### config.mk
export PLATFORM = sky130hd
export DESIGN_NAME = cisq_sequencer
export DESIGN_NICKNAME = d
export VERILOG_FILES = /design/src/logic/cisq_pkg.sv /design/src/logic/cisq_sequencer.sv
export SDC_FILE = /design/constraint.sdc
export NUM_CORES = 1
export LEC_CHECK = 0
export ABC_CLOCK_PERIOD_IN_PS = 2100
export BUFFER_PORTS_ARGS = -buffer_cell sky130_fd_sc_hd__buf_4
export CAP_MARGIN = 20
export CELL_PAD_IN_SITES_DETAIL_PLACEMENT = 0
export CELL_PAD_IN_SITES_GLOBAL_PLACEMENT = 1
export CORE_MARGIN = 4
export CORE_UTILIZATION = 40
export DETAILED_ROUTE_END_ITERATION = 16
export GPL_TIMING_DRIVEN = 0
export PLACE_DENSITY = 0.85
export REMOVE_ABC_BUFFERS = 1
export SLEW_MARGIN = 5
export SYNTH_ARGS = -nofsm -noshare
export SYNTH_HDL_FRONTEND = slang
export SYNTH_SLANG_ARGS = --single-unit
export TNS_END_PERCENT = 50
### constraint.sdc
create_clock -name i_clk_sys -period 2.1 [get_ports i_clk_sys]
set_input_delay 0.42 -clock i_clk_sys [delete_from_list [all_inputs] [get_ports i_clk_sys]]
set_output_delay 0.42 -clock i_clk_sys [all_outputs]
set_load 0.005 [all_outputs]
### src/logic/cisq_pkg.sv
// Shared constants and types of the card interface sequencer.
// Assumes a single 25 MHz system clock and a 32-bit Avalon-MM register port.
package cisq_pkg;

    // ==================================================================
    // Clock and timing
    // ==================================================================
    localparam int unsigned CLK_PERIOD_NS = 40;         // 25 MHz system clock
    localparam int unsigned UV_TIME_NS = 5000;          // Supply under-range limit, 5 us
    localparam int unsigned MISMATCH_TIME_NS = 4000;    // Clock/reset mismatch limit, 4 us
    localparam int unsigned DEBOUNCE_TIME_MS = 40;      // Card switch debounce, 40 ms
    // Least times round up to whole cycles
    localparam int unsigned UV_CYCLES = (UV_TIME_NS + CLK_PERIOD_NS - 1) / CLK_PERIOD_NS;
    localparam int unsigned MISMATCH_CYCLES = (MISMATCH_TIME_NS + CLK_PERIOD_NS - 1) / CLK_PERIOD_NS;
    localparam int unsigned DEBOUNCE_CYCLES =
        (DEBOUNCE_TIME_MS * 1000000 + CLK_PERIOD_NS - 1) / CLK_PERIOD_NS;
    localparam int unsigned SYNC_DEPTH = 2;             // Flops in each input synchroniser
    localparam int unsigned ECHO_DELAY = 3;             // Host level to sensed card pin, in cycles
    localparam int unsigned NUM_LANES = 3;              // Data, auxiliary a, auxiliary b

    // ==================================================================
    // Register map (byte addresses)
    // ==================================================================
    localparam logic [3:0] REG_CTRL_ADDR = 4'h0;
    localparam logic [3:0] REG_STATUS_ADDR = 4'h4;

    // Control register fields
    localparam int unsigned CTRL_ACTIVATE_N_BIT = 0;
    localparam int unsigned CTRL_CHANNEL_SELECT_N_BIT = 1;
    localparam int unsigned CTRL_SUPPLY_LEVEL_SEL_BIT = 2;
    localparam int unsigned CTRL_SWITCH_POLARITY_SEL_BIT = 3;
    localparam logic [3:0] CTRL_RESET_VALUE = 4'h3;     // Inactive, channels deselected

    // Status register fields
    localparam int unsigned STAT_STATE_LSB = 0;         // Two bits
    localparam int unsigned STAT_READY_BIT = 2;
    localparam int unsigned STAT_ALARM_BIT = 3;
    localparam int unsigned STAT_PRESENT_BIT = 4;
    localparam int unsigned STAT_LEVEL_BIT = 5;
    localparam int unsigned STAT_DIR_LSB = 6;           // Two bits per lane

    // ==================================================================
    // Types
    // ==================================================================
    typedef enum logic [1:0] {
        CISQ_IDLE = 2'b00,
        CISQ_ACTIVE = 2'b01,
        CISQ_ALARM = 2'b10
    } cisq_state_e;

    typedef enum logic [1:0] {
        CISQ_REST = 2'b00,      // Both sides high, no direction
        CISQ_HOST_IN = 2'b01,   // Host side is input, card side driven
        CISQ_CARD_IN = 2'b10    // Card side is input, host side driven
    } cisq_dir_e;

endpackage

### src/logic/cisq_sequencer.sv
// Card interface sequencer: supply state machine, clock/reset gating, fault checks,
// presence debounce and three half-duplex open-drain channels.
// Assumes external pull-ups on every channel pin and an analog supply with
// under-range and final-value comparator outputs.
//
// Summary of operation
// - Activate low enters Active, enables supply
// - Clock and reset pass only once ready
// - Channels enabled after ready, gated by select
// - Latch supply level at activate falling edge
// - Disabled channels in Active: card lines high, host hi-Z
// - Early select still waits for supply ready
// - Select never touches supply, clock, reset
// - Polarity select chooses active card switch level
// - Card present always shown as low flag
// - Supply under-range 5 us gives Alarm
// - Idle and Alarm discharge card supply
// - Idle grounds card data; relay after ready
// - Rest high; first low side is input
// - Never relay output side back to input
// - Input release returns channel to rest
// - Lingering output-side low not fed back
// - Direction chosen only from both-high rest
// - Auxiliary lines behave like data line
// - Idle drives card reset low; follow later
// - Reset mismatch after ready gives Alarm
// - Idle drives card clock low; pass later
// - Clock mismatch after ready is a fault
// - Alarm left only when activate returns high
// - Presence flag after 40 ms steady switch
// - Alarm output low while in Alarm
// - Supply ready low at final supply value
//
// Our own choices: the register addresses and the Avalon-MM register port.
`timescale 1ns/1ps

module cisq_sequencer
    import cisq_pkg::*;
#(
    parameter int unsigned DEBOUNCE_CYC = DEBOUNCE_CYCLES
) (
    // Clock and reset
    input wire logic i_clk_sys,
    input wire logic i_reset,
    // Avalon-MM register port
    input wire logic [3:0] i_address,
    input wire logic i_read,
    input wire logic i_write,
    input wire logic [31:0] i_writedata,
    input wire logic [3:0] i_byteenable,
    output logic [31:0] o_readdata,
    output logic o_waitrequest,
    // Card supply generator
    input wire logic i_supply_low,
    input wire logic i_supply_final,
    output logic o_supply_enable,
    output logic o_supply_level,
    output logic o_supply_discharge,
    // Host status pins
    output logic o_supply_ready_n,
    output logic o_alarm_n,
    output logic o_presence_flag_n,
    // Card switch
    input wire logic i_card_switch_in,
    // Clock and reset channels
    input wire logic i_host_clock_in,
    input wire logic i_host_reset_in,
    input wire logic i_card_clock_sense,
    input wire logic i_card_reset_sense,
    output logic o_card_clock,
    output logic o_card_reset,
    // Host-side channels: [0] data, [1] auxiliary a, [2] auxiliary b
    input wire logic [2:0] i_host_chan,
    output logic [2:0] o_host_chan,
    output logic [2:0] o_host_chan_oe_n,
    // Card-side channels: [0] card_data_line, [1] aux line a, [2] aux line b
    input wire logic [2:0] i_card_chan,
    output logic [2:0] o_card_chan,
    output logic [2:0] o_card_chan_oe_n
);

    // ==================================================================
    // Input synchronisers
    // ==================================================================
    localparam int unsigned NSYNC = 13;
    localparam int unsigned DEB_W = $clog2(DEBOUNCE_CYC + 1);

    logic [NSYNC-1:0] raw_in;       // Pin levels as they arrive
    logic [NSYNC-1:0] sync1_ff;     // First stage, read only by second stage
    logic [NSYNC-1:0] sync2_ff;     // Safe levels for the rest of the block
    logic sw_s, uvlow_s, final_s, hclk_s, hrst_s, cclk_s, crst_s;
    logic [2:0] hchan_s, cchan_s;

    assign raw_in = {i_card_chan, i_host_chan, i_card_reset_sense, i_card_clock_sense,
                     i_host_reset_in, i_host_clock_in, i_supply_final, i_supply_low, i_card_switch_in};
    assign {cchan_s, hchan_s, crst_s, cclk_s, hrst_s, hclk_s, final_s, uvlow_s, sw_s} = sync2_ff;

    // Two flops per pin; switch and channel pins reset high, supply flags and clock/reset pins low
    always_ff @(posedge i_clk_sys) begin
        if (i_reset) begin
            sync1_ff <= 13'h1F81;
            sync2_ff <= 13'h1F81;
        end else begin
            sync1_ff <= raw_in;
            sync2_ff <= sync1_ff;
        end
    end

    // ==================================================================
    // Register port
    // ==================================================================
    logic [3:0] ctrl_ff, nxt_ctrl;          // Software control bits
    logic wait_ff, nxt_wait;                // Wait request, high while idle
    logic [31:0] rdata_ff, nxt_rdata;
    logic req;
    logic act_n, cs_n, lvl_sel, pol_sel;
    logic [31:0] status_word;

    assign req = i_read | i_write;
    assign act_n = ctrl_ff[CTRL_ACTIVATE_N_BIT];
    assign cs_n = ctrl_ff[CTRL_CHANNEL_SELECT_N_BIT];
    assign lvl_sel = ctrl_ff[CTRL_SUPPLY_LEVEL_SEL_BIT];
    assign pol_sel = ctrl_ff[CTRL_SWITCH_POLARITY_SEL_BIT];

    // One wait cycle per access; write lands on the edge that sees wait low
    always_comb begin
        nxt_ctrl = ctrl_ff;
        nxt_wait = !(req && wait_ff);
        nxt_rdata = rdata_ff;
        if (req && wait_ff) begin
            // Read data prepared during the wait cycle
            case (i_address)
                REG_CTRL_ADDR: nxt_rdata = {28'h0000000, ctrl_ff};
                REG_STATUS_ADDR: nxt_rdata = status_word;
                default: nxt_rdata = 32'h00000000;
            endcase
        end
        if (i_write && !wait_ff && i_address == REG_CTRL_ADDR && i_byteenable[0]) begin
            nxt_ctrl = i_writedata[3:0];
        end
    end

    always_ff @(posedge i_clk_sys) begin
        if (i_reset) begin
            ctrl_ff <= CTRL_RESET_VALUE;
            wait_ff <= 1'b1;
            rdata_ff <= 32'h00000000;
        end else begin
            ctrl_ff <= nxt_ctrl;
            wait_ff <= nxt_wait;
            rdata_ff <= nxt_rdata;
        end
    end

    assign o_waitrequest = wait_ff;
    assign o_readdata = rdata_ff;

    // ==================================================================
    // Supply state machine and fault checks
    // ==================================================================
    cisq_state_e state_ff, nxt_state;
    logic act_prev_ff, nxt_act_prev;        // For the activate falling edge
    logic level_ff, nxt_level;              // Latched supply level
    logic ready_n_ff, nxt_ready_n;
    logic alarm_n_ff, nxt_alarm_n;
    logic en_ff, nxt_en, dis_ff, nxt_dis;
    logic [7:0] uv_cnt_ff, nxt_uv_cnt;
    logic [7:0] clk_mis_ff, nxt_clk_mis;
    logic [7:0] rst_mis_ff, nxt_rst_mis;
    logic [ECHO_DELAY-1:0] hclk_dly_ff, hrst_dly_ff;
    logic cclk_ff, nxt_cclk, crst_ff, nxt_crst;
    logic pass, chan_live;
    logic uv_fault, clk_fault, rst_fault;

    // Clock/reset and channels follow only with supply ready; select gates channels only
    assign pass = (state_ff == CISQ_ACTIVE) && !ready_n_ff;
    assign chan_live = pass && !cs_n;
    assign uv_fault = uvlow_s && (uv_cnt_ff == 8'(UV_CYCLES - 1));
    // The sensed pin lags the host input by the output flop plus the synchroniser
    assign clk_fault = pass && (cclk_s != hclk_dly_ff[ECHO_DELAY-1]) &&
                       (clk_mis_ff == 8'(MISMATCH_CYCLES - 1));
    assign rst_fault = pass && (crst_s != hrst_dly_ff[ECHO_DELAY-1]) &&
                       (rst_mis_ff == 8'(MISMATCH_CYCLES - 1));

    always_comb begin
        nxt_state = state_ff;
        nxt_act_prev = act_n;
        nxt_level = level_ff;
        // Latch the level only on the activate falling edge
        if (act_prev_ff && !act_n) begin
            nxt_level = lvl_sel;
        end
        case (state_ff)
            CISQ_IDLE: begin
                if (!act_n) begin
                    nxt_state = CISQ_ACTIVE;
                end
            end
            CISQ_ACTIVE: begin
                if (act_n) begin
                    nxt_state = CISQ_IDLE;
                end else if (uv_fault || clk_fault || rst_fault) begin
                    nxt_state = CISQ_ALARM;
                end
            end
            CISQ_ALARM: begin
                if (act_n) begin
                    nxt_state = CISQ_IDLE;
                end
            end
            default: nxt_state = CISQ_IDLE;
        endcase
        // Under-range counted through the whole Active period
        nxt_uv_cnt = (state_ff == CISQ_ACTIVE && uvlow_s && !uv_fault) ? uv_cnt_ff + 8'h01 : 8'h00;
        nxt_clk_mis = (pass && cclk_s != hclk_dly_ff[ECHO_DELAY-1] && !clk_fault) ? clk_mis_ff + 8'h01 : 8'h00;
        nxt_rst_mis = (pass && crst_s != hrst_dly_ff[ECHO_DELAY-1] && !rst_fault) ? rst_mis_ff + 8'h01 : 8'h00;
        // Ready stays low from the final value until Active is left
        nxt_ready_n = !((nxt_state == CISQ_ACTIVE) && (!ready_n_ff || final_s));
        nxt_alarm_n = (nxt_state != CISQ_ALARM);
        nxt_en = (nxt_state == CISQ_ACTIVE);
        nxt_dis = (nxt_state != CISQ_ACTIVE);
        nxt_cclk = pass ? hclk_s : 1'b0;
        nxt_crst = pass ? hrst_s : 1'b0;
    end

    always_ff @(posedge i_clk_sys) begin
        if (i_reset) begin
            state_ff <= CISQ_IDLE;
            act_prev_ff <= 1'b1;
            level_ff <= 1'b0;
            ready_n_ff <= 1'b1;
            alarm_n_ff <= 1'b1;
            en_ff <= 1'b0;
            dis_ff <= 1'b1;
            uv_cnt_ff <= 8'h00;
            clk_mis_ff <= 8'h00;
            rst_mis_ff <= 8'h00;
            hclk_dly_ff <= '0;
            hrst_dly_ff <= '0;
            cclk_ff <= 1'b0;
            crst_ff <= 1'b0;
        end else begin
            state_ff <= nxt_state;
            act_prev_ff <= nxt_act_prev;
            level_ff <= nxt_level;
            ready_n_ff <= nxt_ready_n;
            alarm_n_ff <= nxt_alarm_n;
            en_ff <= nxt_en;
            dis_ff <= nxt_dis;
            uv_cnt_ff <= nxt_uv_cnt;
            clk_mis_ff <= nxt_clk_mis;
            rst_mis_ff <= nxt_rst_mis;
            hclk_dly_ff <= {hclk_dly_ff[ECHO_DELAY-2:0], hclk_s};
            hrst_dly_ff <= {hrst_dly_ff[ECHO_DELAY-2:0], hrst_s};
            cclk_ff <= nxt_cclk;
            crst_ff <= nxt_crst;
        end
    end

    assign o_supply_enable = en_ff;
    assign o_supply_level = level_ff;
    assign o_supply_discharge = dis_ff;
    assign o_supply_ready_n = ready_n_ff;
    assign o_alarm_n = alarm_n_ff;
    assign o_card_clock = cclk_ff;
    assign o_card_reset = crst_ff;

    // ==================================================================
    // Card presence debounce
    // ==================================================================
    logic present;
    logic [DEB_W-1:0] deb_cnt_ff, nxt_deb_cnt;
    logic card_switch_in_n_ff, nxt_card_switch_in_n;

    assign present = pol_sel ? sw_s : !sw_s;

    // Any absent sample restarts the count; removal shows at once
    always_comb begin
        nxt_deb_cnt = deb_cnt_ff;
        if (!present) begin
            nxt_deb_cnt = '0;
        end else if (deb_cnt_ff != DEB_W'(DEBOUNCE_CYC)) begin
            nxt_deb_cnt = deb_cnt_ff + DEB_W'(1);
        end
        nxt_card_switch_in_n = !(nxt_deb_cnt == DEB_W'(DEBOUNCE_CYC));
    end

    always_ff @(posedge i_clk_sys) begin
        if (i_reset) begin
            deb_cnt_ff <= '0;
            card_switch_in_n_ff <= 1'b1;
        end else begin
            deb_cnt_ff <= nxt_deb_cnt;
            card_switch_in_n_ff <= nxt_card_switch_in_n;
        end
    end

    assign o_presence_flag_n = card_switch_in_n_ff;

    // ==================================================================
    // Half-duplex channels, one lane each
    // ==================================================================
    cisq_dir_e dir_ff [NUM_LANES];
    logic [2*NUM_LANES-1:0] dir_bits;
    logic [2:0] hout_ff, hoe_ff, cout_ff, coe_ff;
    logic [2:0] nxt_hout, nxt_hoe, nxt_cout, nxt_coe;

    genvar g;
    generate
        for (g = 0; g < NUM_LANES; g++) begin : g_lane
            cisq_dir_e nxt_dir;

            // Open drain both ways: only lows are ever relayed
            always_comb begin
                nxt_dir = dir_ff[g];
                nxt_hout[g] = 1'b0;
                nxt_hoe[g] = 1'b1;
                nxt_cout[g] = 1'b0;
                nxt_coe[g] = 1'b1;
                if (!chan_live) begin
                    nxt_dir = CISQ_REST;
                    if (state_ff != CISQ_ACTIVE) begin
                        nxt_coe[g] = 1'b0;
                    end else begin
                        nxt_cout[g] = 1'b1;
                        nxt_coe[g] = 1'b0;
                    end
                end else begin
                    case (dir_ff[g])
                        // Host wins a tie; only a rest lane takes a direction
                        CISQ_REST: begin
                            if (!hchan_s[g]) begin
                                nxt_dir = CISQ_HOST_IN;
                            end else if (!cchan_s[g]) begin
                                nxt_dir = CISQ_CARD_IN;
                            end
                        end
                        // Leave only once both sides read high again
                        CISQ_HOST_IN: begin
                            if (hchan_s[g] && cchan_s[g]) begin
                                nxt_dir = CISQ_REST;
                            end
                        end
                        CISQ_CARD_IN: begin
                            if (hchan_s[g] && cchan_s[g]) begin
                                nxt_dir = CISQ_REST;
                            end
                        end
                        default: nxt_dir = CISQ_REST;
                    endcase
                    // Drive only the output side, never back toward the input
                    nxt_coe[g] = !(nxt_dir == CISQ_HOST_IN && !hchan_s[g]);
                    nxt_hoe[g] = !(nxt_dir == CISQ_CARD_IN && !cchan_s[g]);
                end
            end

            always_ff @(posedge i_clk_sys) begin
                if (i_reset) begin
                    dir_ff[g] <= CISQ_REST;
                end else begin
                    dir_ff[g] <= nxt_dir;
                end
            end

            assign dir_bits[2*g+1:2*g] = dir_ff[g];

        end
    endgenerate

    // Channel pins all registered together
    always_ff @(posedge i_clk_sys) begin
        if (i_reset) begin
            hout_ff <= 3'h0;
            hoe_ff <= 3'h7;
            cout_ff <= 3'h0;
            coe_ff <= 3'h0;
        end else begin
            hout_ff <= nxt_hout;
            hoe_ff <= nxt_hoe;
            cout_ff <= nxt_cout;
            coe_ff <= nxt_coe;
        end
    end

    assign o_host_chan = hout_ff;
    assign o_host_chan_oe_n = hoe_ff;
    assign o_card_chan = cout_ff;
    assign o_card_chan_oe_n = coe_ff;

    assign status_word = {20'h00000, dir_bits, level_ff, !card_switch_in_n_ff, !alarm_n_ff, !ready_n_ff, state_ff};
endmodule

# Word level (Yosys, flattened, before mapping)
# Memory sizes are Yosys's and may differ from the RTL's.
# Index checks and enable logic that the tools add are counted.
dict set report op_classes {
  n_reduce_logical 67
  n_eq_ne 26
  mux 35
  add_sub_neg 4
  bitwise 9
}
# cell n
set op_table {}
lappend op_table {{2-to-1 mux 2 bit} 22}
lappend op_table {{2-to-1 mux 20 bit} 2}
lappend op_table {{logical AND 1 bit} 26}
lappend op_table {{zero test 1 bit} 25}
lappend op_table {{adder 8 x 1 -> 8 bit, second input constant} 3}
lappend op_table {{== test 8 x 7 -> 1 bit, second input constant} 3}
lappend op_table {{one-hot mux 12 bit (2 select lines)} 1}
lappend op_table {{adder 20 x 1 -> 20 bit, second input constant} 1}
lappend op_table {{== test 20 bit, second input constant} 1}
lappend op_table {{inequality test 20 bit, second input constant} 1}
lappend op_table {{== test 2 x 1 -> 1 bit, second input constant} 8}
lappend op_table {{OR reduction 2 bit} 8}
lappend op_table {{== test 2 bit, second input constant} 7}
lappend op_table {{one-hot mux 2 bit (2 select lines)} 3}
lappend op_table {{zero test 2 bit} 4}
lappend op_table {{2-to-1 mux 1 bit} 6}
lappend op_table {{one-hot mux 2 bit (3 select lines)} 1}
lappend op_table {{NOT 1 bit} 5}
lappend op_table {{== test 4 x 3 -> 1 bit, second input constant} 1}
lappend op_table {{zero test 4 bit} 1}
lappend op_table {{inequality test 2 x 1 -> 1 bit, second input constant} 2}
lappend op_table {{OR 1 bit} 4}
lappend op_table {{logical OR 1 bit} 3}
lappend op_table {{inequality test 1 bit} 2}
lappend op_table {{inequality test 2 bit, second input constant} 1}
dict set report word_totals {
  inputBits 57
  mem_bits_rw 6
  regBits 131
  memories 1
  elab_cells 166
}
# memory words word_bits read_ports rd_clocked_by_memory_dff wr line_no
set mem_list {}
lappend mem_list {dir_ff 3 2 3 0 3 cisq_sequencer.sv:303} ;# cisq_dir_e dir_ff [NUM_LANES];

# Logic depth before layout (Yosys ltp)
# Gate-level depths: netlist of the first run.
dict set report logic_depth {
  ltp_word 12
  mapped_depth 9
  mapped_depth_nobuf 8
}

# Worst setup path after synthesis of the first run
# No wires, ideal clock.
dict set report synth_timing {
  path_type {register to register}
  from {register deb_cnt_ff[7]}
  to {register card_switch_in_n_ff (netlist: o_presence_flag_n)}
  stages_incl_launch_ff 9
  arrival_time_ns 1.799
  slack_ns 0.174
  path_cell_list {dfxtp_1 > buf_6 > or4b_1 > nor3_1 > nor4bb_1 > buf_4 > mux2i_1 > and4bb_1 > nand4_1}
}
dict set report synth_between {
  elab_chain_len 5
  word_cells_on_any_way 6
  cone_classes {add/sub (1); eq/ne (2); mux (2); reduce/logical (1)}
}
# item line_no
set synth_lines {}
lappend synth_lines {{start: declaration} cisq_sequencer.sv:272} ;# logic [DEB_W-1:0] deb_cnt_ff, nxt_deb_cnt;
lappend synth_lines {{start signal: assignment} cisq_sequencer.sv:293} ;# deb_cnt_ff <= nxt_deb_cnt;
lappend synth_lines {{adder 20 x 1 -> 20 bit / inequality test 20 bit (equally long branches)} {cisq_sequencer.sv:283, cisq_sequencer.sv:282}}
lappend synth_lines {{2-to-1 mux 20 bit (*)} cisq_sequencer.sv:282} ;# end else if (deb_cnt_ff != DEB_W'(DEBOUNCE_CYC)) begin
lappend synth_lines {{2-to-1 mux 20 bit (*)} cisq_sequencer.sv:280} ;# if (!present) begin
lappend synth_lines {{== test 20 bit (*)} cisq_sequencer.sv:285} ;# nxt_card_switch_in_n = !(nxt_deb_cnt == DEB_W'(DEBOUNCE_CYC));
lappend synth_lines {{zero test 1 bit (*)} cisq_sequencer.sv:285}
lappend synth_lines {{end signal: assignment} cisq_sequencer.sv:294} ;# card_switch_in_n_ff <= nxt_card_switch_in_n;
lappend synth_lines {{end: declaration} cisq_sequencer.sv:273} ;# logic card_switch_in_n_ff, nxt_card_switch_in_n;
# Mark *: on every way between the ends. The rest lies on a longest branch, timed or not.
# A chain may end at the register's enable or synchronous reset.

==> impl_metrics.py, run 1 <==
metrics = {
    "power": {
        "p_sw_share_pct": 18.99,
        "power_uw": 5372,
        "power-per-cell-area_nw_per_um2": 897.5,
        "ir_drop_uv": 590.4,
        "power_frac_comb_pct": 2.5,
        "p_clk_share_pct": 55.4,
        "power_switching_uw": 1020,
        "p_int_uw": 4352,
        "sequentialPowerShare_pct": 42.1,
        "p_leak_uw": 0.002404,
    },
    "sta": {
        "finClkSkew_ns": 0.01052,
        "finalMaxSlewViolations": 0,
        "period_needed_ns": 2.005,
        "max_slew_margin_pct": 50.76,
        "setup_viol": 0,
        "fin_crit_sh_pct": 95.48,
        "max_slew.worst_pin.slew_ns": 0.7319,
        "fmax_ghz": 0.4987,
        "hold_viol": 0,
    },
    "floorplanning": {
        "core_um2": 11610,
        "die_x_um": 118.0,
        "io_pins": 110,
        "dieArea_um2": 13930,
        "initial_utilization_pct": 41.69,
        "dieHeight_um": 118.0,
        "row_count": 39,
    },
    "detailed_routing": {
        "routedWlPerCell_um": 12.67,
        "vias_per_cell": 4.797,
        "drc": 0,
        "routed_wirelength_um": 9377,
        "ant_nets": 0,
        "first_pass_iters": 4,
        "drt_iter0_drc": 220,
        "dr_total_vias": 3550,
    },
    "placement": {
        "placed_area_um2": 5259,
        "io_buffers": 55,
        "gp_congestion": 0.8454,
        "dp_cells": 702,
        "dp_hpwl_um": 6574,
    },
    "finish": {
        "diodes": 0,
        "final_common_cell": "dfxtp_1",
        "final_nets": 654,
        "synthToLayoutAreaGrowth_pct": 23.62,
        "fin_cells": 740,
        "drive_gt1_share_pct": 21.44,
        "layout_common_cells": "115 x dfxtp_1, 75 x nor2_1, 63 x buf_4",
        "finish.utilization_pct": 51.54,
        "finish.instance_area_um2": 5986,
        "num-fill-cells": 1066,
    },
    "critical_path": {
        "crit_buf_inv": 1,
        "worstPathArrival_ns": 2.29,
        "path_cells": "inv_1 > ha_1 > a21boi_0 > a21oi_1 > o22a_1 > nor3_1 > or3b_2",
        "r2r_start": "dir_ff[2][0]",
        "cp_slowest_cell": "or3b_2",
        "crit_path_end_kind": "flip-flop",
        "critPathRequiredTime_ns": 2.38,
        "crit_path_max_fanout": 3,
        "cpPeakStageDelay_ns": 0.46,
        "crit_path_start": "dir_ff[2][0]",
        "setup.worst_path.start_class": "flip-flop",
        "crit_type": "flip-flop to flip-flop",
        "cpLargestDelayFamily": "simple AND/OR/NAND/NOR gates",
    },
    "global_route": {
        "antenna_found_initial": 0,
        "grt_pass1_vias": 3552,
        "grt_usage_pct": 14.06,
        "grt_max_degree": 55,
        "grt_first_pass_wirelength_um": 16040,
        "grt-ovfl-total": 0,
    },
    "run": {
        "cap_violations": 0,
    },
    "synth": {
        "synth_seq_cells": 117,
        "synthCells": 523,
        "synth_edf_count": 0,
        "async_flop_share_pct": 0,
        "synthFlopType": "dfxtp_1",
        "yosys_warnings": 0,
        "yosysSeqAreaShare_pct": 48.37,
        "netlist_area_um2": 4842,
        "synth_area_per_cell_um2": 9.258,
        "synth_cell_types": 53,
    },
    "worst_hold_path": {
        "hp-start": "i_card_chan[1]",
        "hold_path_class": "input port to flip-flop",
    },
    "clock_network": {
        "worstSkewPairLatency_ns": 0.41,
        "cts_tree": "done",
        "cts_buffers": 17,
        "cts_sinks": 117,
        "root_buffer": "clkbuf_16",
        "hold_buffers": 0,
        "clkTransAtPathRegs_ns": 0.05,
        "clk_path_buf_depth": 2,
        "htree_levels": 4,
    },
    "status": {
        "run_status": "completed",
    },
}
## metal layers
layer  wire, um  track usage (%)
met1       4129            16.22
met2       4581            22.78
met5          0                0
met4        166            6.813
met3        500            5.526
## synthesized netlist by cell type, types with 2 or more instances
library cell / instances / area share, %
o21ai_0: 11 / 1.1
a211o_1: 2 / 0.36
nand2b_1: 3 / 0.39
or3_1: 2 / 0.26
buf_2: 2 / 0.21
a211oi_1: 4 / 0.62
a21boi_0: 2 / 0.31
mux2_2: 2 / 0.47
a21oi_1: 16 / 1.7
nand3_1: 26 / 2.7
or3b_2: 4 / 0.72
mux2i_1: 7 / 1.4
and4_1: 3 / 0.54
nand2_1: 20 / 1.6
nor2_1: 76 / 5.9
inv_1: 22 / 1.7
buf_4: 26 / 4.0
xor2_1: 24 / 4.3
o22a_1: 2 / 0.36
nor3_1: 13 / 1.3
ha_1: 12 / 3.1
a22oi_1: 12 / 1.9
or2_2: 15 / 1.9
nand4_1: 6 / 0.78
dfxtp_1: 117 / 48
clkbuf_1: 12 / 0.93
nor3b_1: 4 / 0.62
and2_1: 3 / 0.39
xnor2_1: 19 / 3.4
and3_1: 8 / 1.0
nand3b_1: 3 / 0.47
nor2b_1: 22 / 2.8
or4b_1: 2 / 0.41
and4b_1: 2 / 0.41
## flip-flops by register name, indices dropped and copies added, names as in the netlist, 2 cells and up
name / count
hclk_dly_ff: 3
deb_cnt_ff: 20
o_readdata: 12
clk_mis_ff: 8
uv_cnt_ff: 8
o_card_chan_oe_n: 3
dir_ff: 6
sync1_ff: 13
ctrl_ff: 4
state_ff: 2
hrst_dly_ff: 3
o_host_chan_oe_n: 3
rst_mis_ff: 8
sync2_ff: 13
## power by group through the flow
stage | Sequential [uW] | Combinational (uW) | Clock, uW
floorplan | 2310 | 61.6 | 0
global placement | 2310 | 128 | 0
detailed placement | 2310 | 133 | 0
CTS | 2260 | 134 | 3050
global route | 2270 | 150 | 3140
finish | 2260 | 133 | 2970
## final cells by class
type | instances | area, um2 | area share (%)
Clock buffer | 22 | 464.2 | 7.755
Clock inverter | 9 | 151.4 | 2.529
Inverter | 22 | 82.58 | 1.380
Multi-Input combinational cell | 364 | 2291 | 38.27
Sequential cell | 117 | 2345 | 39.17
Tap cell | 143 | 178.9 | 2.989
Timing Repair Buffer | 63 | 473.0 | 7.901
## logic make-up after synthesis
logic type,Yosys count,share of synthesized area (%)
other,1,0.07745
AO/OA/AOI/OAI,55,7.261
adder cells (fa/ha/maj),13,3.307
multiplexers,9,1.912
flip-flops,117,48.37
XOR/XNOR,43,7.778
AND/OR/NAND/NOR,221,24.11
buffers and inverters,64,7.183
## timing repair
item,4_1_cts,5_1_grt
setup endpoints to repair,6,6
resized for setup,4,11
buffers inserted,3,4
endpoints found under the hold margin,0,0
pin swaps,1,2
## final timing paths
path / slack, ns / endpoint / depth (start not counted)
min reg2reg: 0.41 / sync2_ff[12] / 1
max: 0.09 / o_host_chan_oe_n[2] / 7
min: 0.19 / sync1_ff[11] / 2
max reg2reg: 0.09 / o_host_chan_oe_n[2] / 7
## through the flow
step | hold WS, ns | worst slack, ns | setup TNS [ns]
after global routing | 0.1742 | -0.008324 | -0.008324
after detailed placement | 0.3979 | -0.5208 | -1.941
final | 0.1930 | 0.09494 | 0
after floorplan | 0.3882 | -0.1535 | -0.1535
after CTS | 0.1784 | 0.01581 | 0
after global placement | 0.3936 | -0.6911 | -8.724
Power figures use the tool's default switching activity.
==> run 2, diff against run 1 <==
--- a/config.mk
+++ b/config.mk
@@ -14,7 +14,7 @@
 export CORE_UTILIZATION = 40
 export DETAILED_ROUTE_END_ITERATION = 16
 export GPL_TIMING_DRIVEN = 0
-export PLACE_DENSITY = 0.85
+export PLACE_DENSITY = 0.84
 export REMOVE_ABC_BUFFERS = 1
 export SLEW_MARGIN = 5
 export SYNTH_ARGS = -nofsm -noshare
==> run 2 against run 1 <==
  * Largest power group unchanged
  * Highest routed layer unchanged
  * Largest cell class unchanged
  * Flip-flop and latch count is the same
  * Die area unchanged
  * Register-to-register slack lost 0.06 ns
  * Global-route usage about the same
  * Utilization down 0.83 points
  * Power down 6.7%
  * Cell area down 1.6%
  * Sequential power barely moved
  * Via count shrank 0.34%
  * Critical path depth fell by 1
==> impl_metrics.py, run 2 (synthesis gave the netlist of run 1 again) <==
metrics = {
    "sta": {
        "setup_viol": 0,
        "fmax_ghz": 0.4838,
        "period_needed_ns": 2.067,
        "fin_ws_ns": 0.03320,
        "finClkSkew_ns": 0.006840,
        "max_slew_margin_pct": 51.95,
        "hold_slack_ns": 0.1959,
        "max_slew.worst_pin.slew_ns": 0.7142,
        "hold_viol": 0,
        "rsz0062_at_grt": "yes",
        "finalMaxSlewViolations": 0,
        "fin_crit_sh_pct": 98.42,
    },
    "critical_path": {
        "r2r_slack_ns": 0.03,
        "cp_common_cell": "nand4_1",
        "r2r_start": "deb_cnt_ff[9]",
        "setup.worst_path.start_class": "flip-flop",
        "critPathRequiredTime_ns": 2.38,
        "crit_path_max_fanout": 7,
        "cp_slowest_cell": "dfxtp_1",
        "r2r_end": "o_presence_flag_n",
        "path_cells": "nand4_1 > nor3_4 > nand2_1 > or4b_1 > a32oi_1 > nand4_1",
        "cpPeakStageDelay_ns": 0.49,
        "r2r_cells": 6,
        "crit_buf_inv": 0,
        "worstPathArrival_ns": 2.34,
        "crit_type": "flip-flop to flip-flop",
        "crit_path_end_kind": "flip-flop",
        "cpLargestDelayFamily": "simple AND/OR/NAND/NOR gates",
    },
    "finish": {
        "largest_reg_flops": 20,
        "drive_gt1_share_pct": 20.91,
        "layout_top_registers": "deb_cnt_ff: 20 flops, sync1_ff: 13 flops, sync2_ff: 13 flops",
        "final_nets": 649,
        "largest-register": "deb_cnt_ff",
        "final_common_cell": "dfxtp_1",
        "layout_common_cells": "115 x dfxtp_1, 75 x nor2_1, 58 x buf_4",
        "synthToLayoutAreaGrowth_pct": 21.63,
        "diodes": 0,
    },
    "floorplanning": {
        "dieArea_um2": 13930,
        "row_count": 39,
        "dieHeight_um": 118.0,
        "die_x_um": 118.0,
        "io_pins": 110,
        "core_um2": 11610,
        "initial_utilization_pct": 41.69,
    },
    "power": {
        "p_leak_uw": 0.002349,
        "ir_drop_uv": 438.8,
        "power-per-cell-area_nw_per_um2": 851.0,
    },
    "detailed_routing": {
        "drt_iter0_drc": 125,
        "routed_wirelength_um": 9209,
        "vias_per_cell": 4.807,
        "ant_nets": 0,
        "first_pass_iters": 4,
        "dr_total_vias": 3538,
        "routedWlPerCell_um": 12.51,
        "drc": 0,
    },
    "clock_network": {
        "worstSkewPairLatency_ns": 0.40,
        "hold_buffers": 0,
        "cts_buffers": 17,
        "cts_tree": "done",
        "clk_path_buf_depth": 2,
        "cts_sinks": 117,
        "htree_levels": 4,
        "clkTransAtPathRegs_ns": 0.05,
        "root_buffer": "clkbuf_16",
    },
    "placement": {
        "gp_congestion": 0.8005,
        "dp_hpwl_um": 6421,
        "dp_slack_ns": -0.4877,
        "io_buffers": 55,
    },
    "worst_hold_path": {
        "holdPathEnd": "sync1_ff[11]",
        "holdPathStages": 2,
        "hp-start": "i_card_chan[1]",
        "hold_path_class": "input port to flip-flop",
    },
    "global_route": {
        "grt_pass1_vias": 3385,
        "grt_max_degree": 55,
        "grt-ovfl-total": 0,
        "grt_usage_pct": 14.09,
        "grt_first_pass_wirelength_um": 15970,
        "antenna_found_initial": 0,
    },
    "status": {
        "run_status": "completed",
    },
    "run": {
        "cap_violations": 0,
    },
}
-- run 2: through the flow --
step	std cells	total power (uW)	cell area, um2	setup TNS (ns)	util [%]
5_1_grt	736	5220	5889	-0.04994	50.71
4_1_cts	736	5094	5846	0	50.33
2_1_floorplan	503	2368	4659	-0.1535	-
6_report	736	5012	5889	0	50.71
3_5_place_dp	702	2443	5259	-1.819	45.28
3_3_place_gp	701	2436	5251	-9.515	45.22
-- run 2: how the worst max path moves through the flow --
stage               cells after the start  slack [ns]                   to          start
finish                                  6        0.03    o_presence_flag_n  deb_cnt_ff[9]
global route                            6       -0.05    o_presence_flag_n  deb_cnt_ff[9]
CTS                                     4        0.03  o_host_chan_oe_n[1]    state_ff[0]
detailed placement                      6       -0.49    o_presence_flag_n  deb_cnt_ff[7]
global placement                        6       -0.74       o_readdata[10]        i_write
floorplan                               6       -0.15    o_presence_flag_n  deb_cnt_ff[7]
-- run 2: layout make-up --
class	count	area, um2
Fill cell	1086	5724
Sequential cell	117	2345
Multi-Input combinational cell	364	2296
Clock buffer	25	505.5
Timing Repair Buffer	58	435.4
Tap cell	143	178.9
Inverter	22	82.58
Clock inverter	7	46.29
-- run 2: routing by layer --
layer | vias to the layer above | global-route usage [%] | share of wire, %
met2 | 58 | 22.24 | 48
met4 | 0 | 6.154 | 1.4
li1 | 1819 | - | -
met5 | - | 0 | 0
met1 | 1651 | 16.76 | 46
met3 | 10 | 5.959 | 4.8
-- run 2: power breakdown --
part | internal, uW | switching [uW] | total (uW)
sequential | 2250 | 11.8 | 2260
clock | 1660 | 958 | 2620
combinational | 65.7 | 67.2 | 133
-- run 2: timing repair --
action                                  4_1_cts  5_1_grt
endpoints found under the hold margin         0        0
pin swaps                                     1        0
endpoints found under the setup margin        7        7
buffers inserted                              2        0
gates resized for setup                       3       13
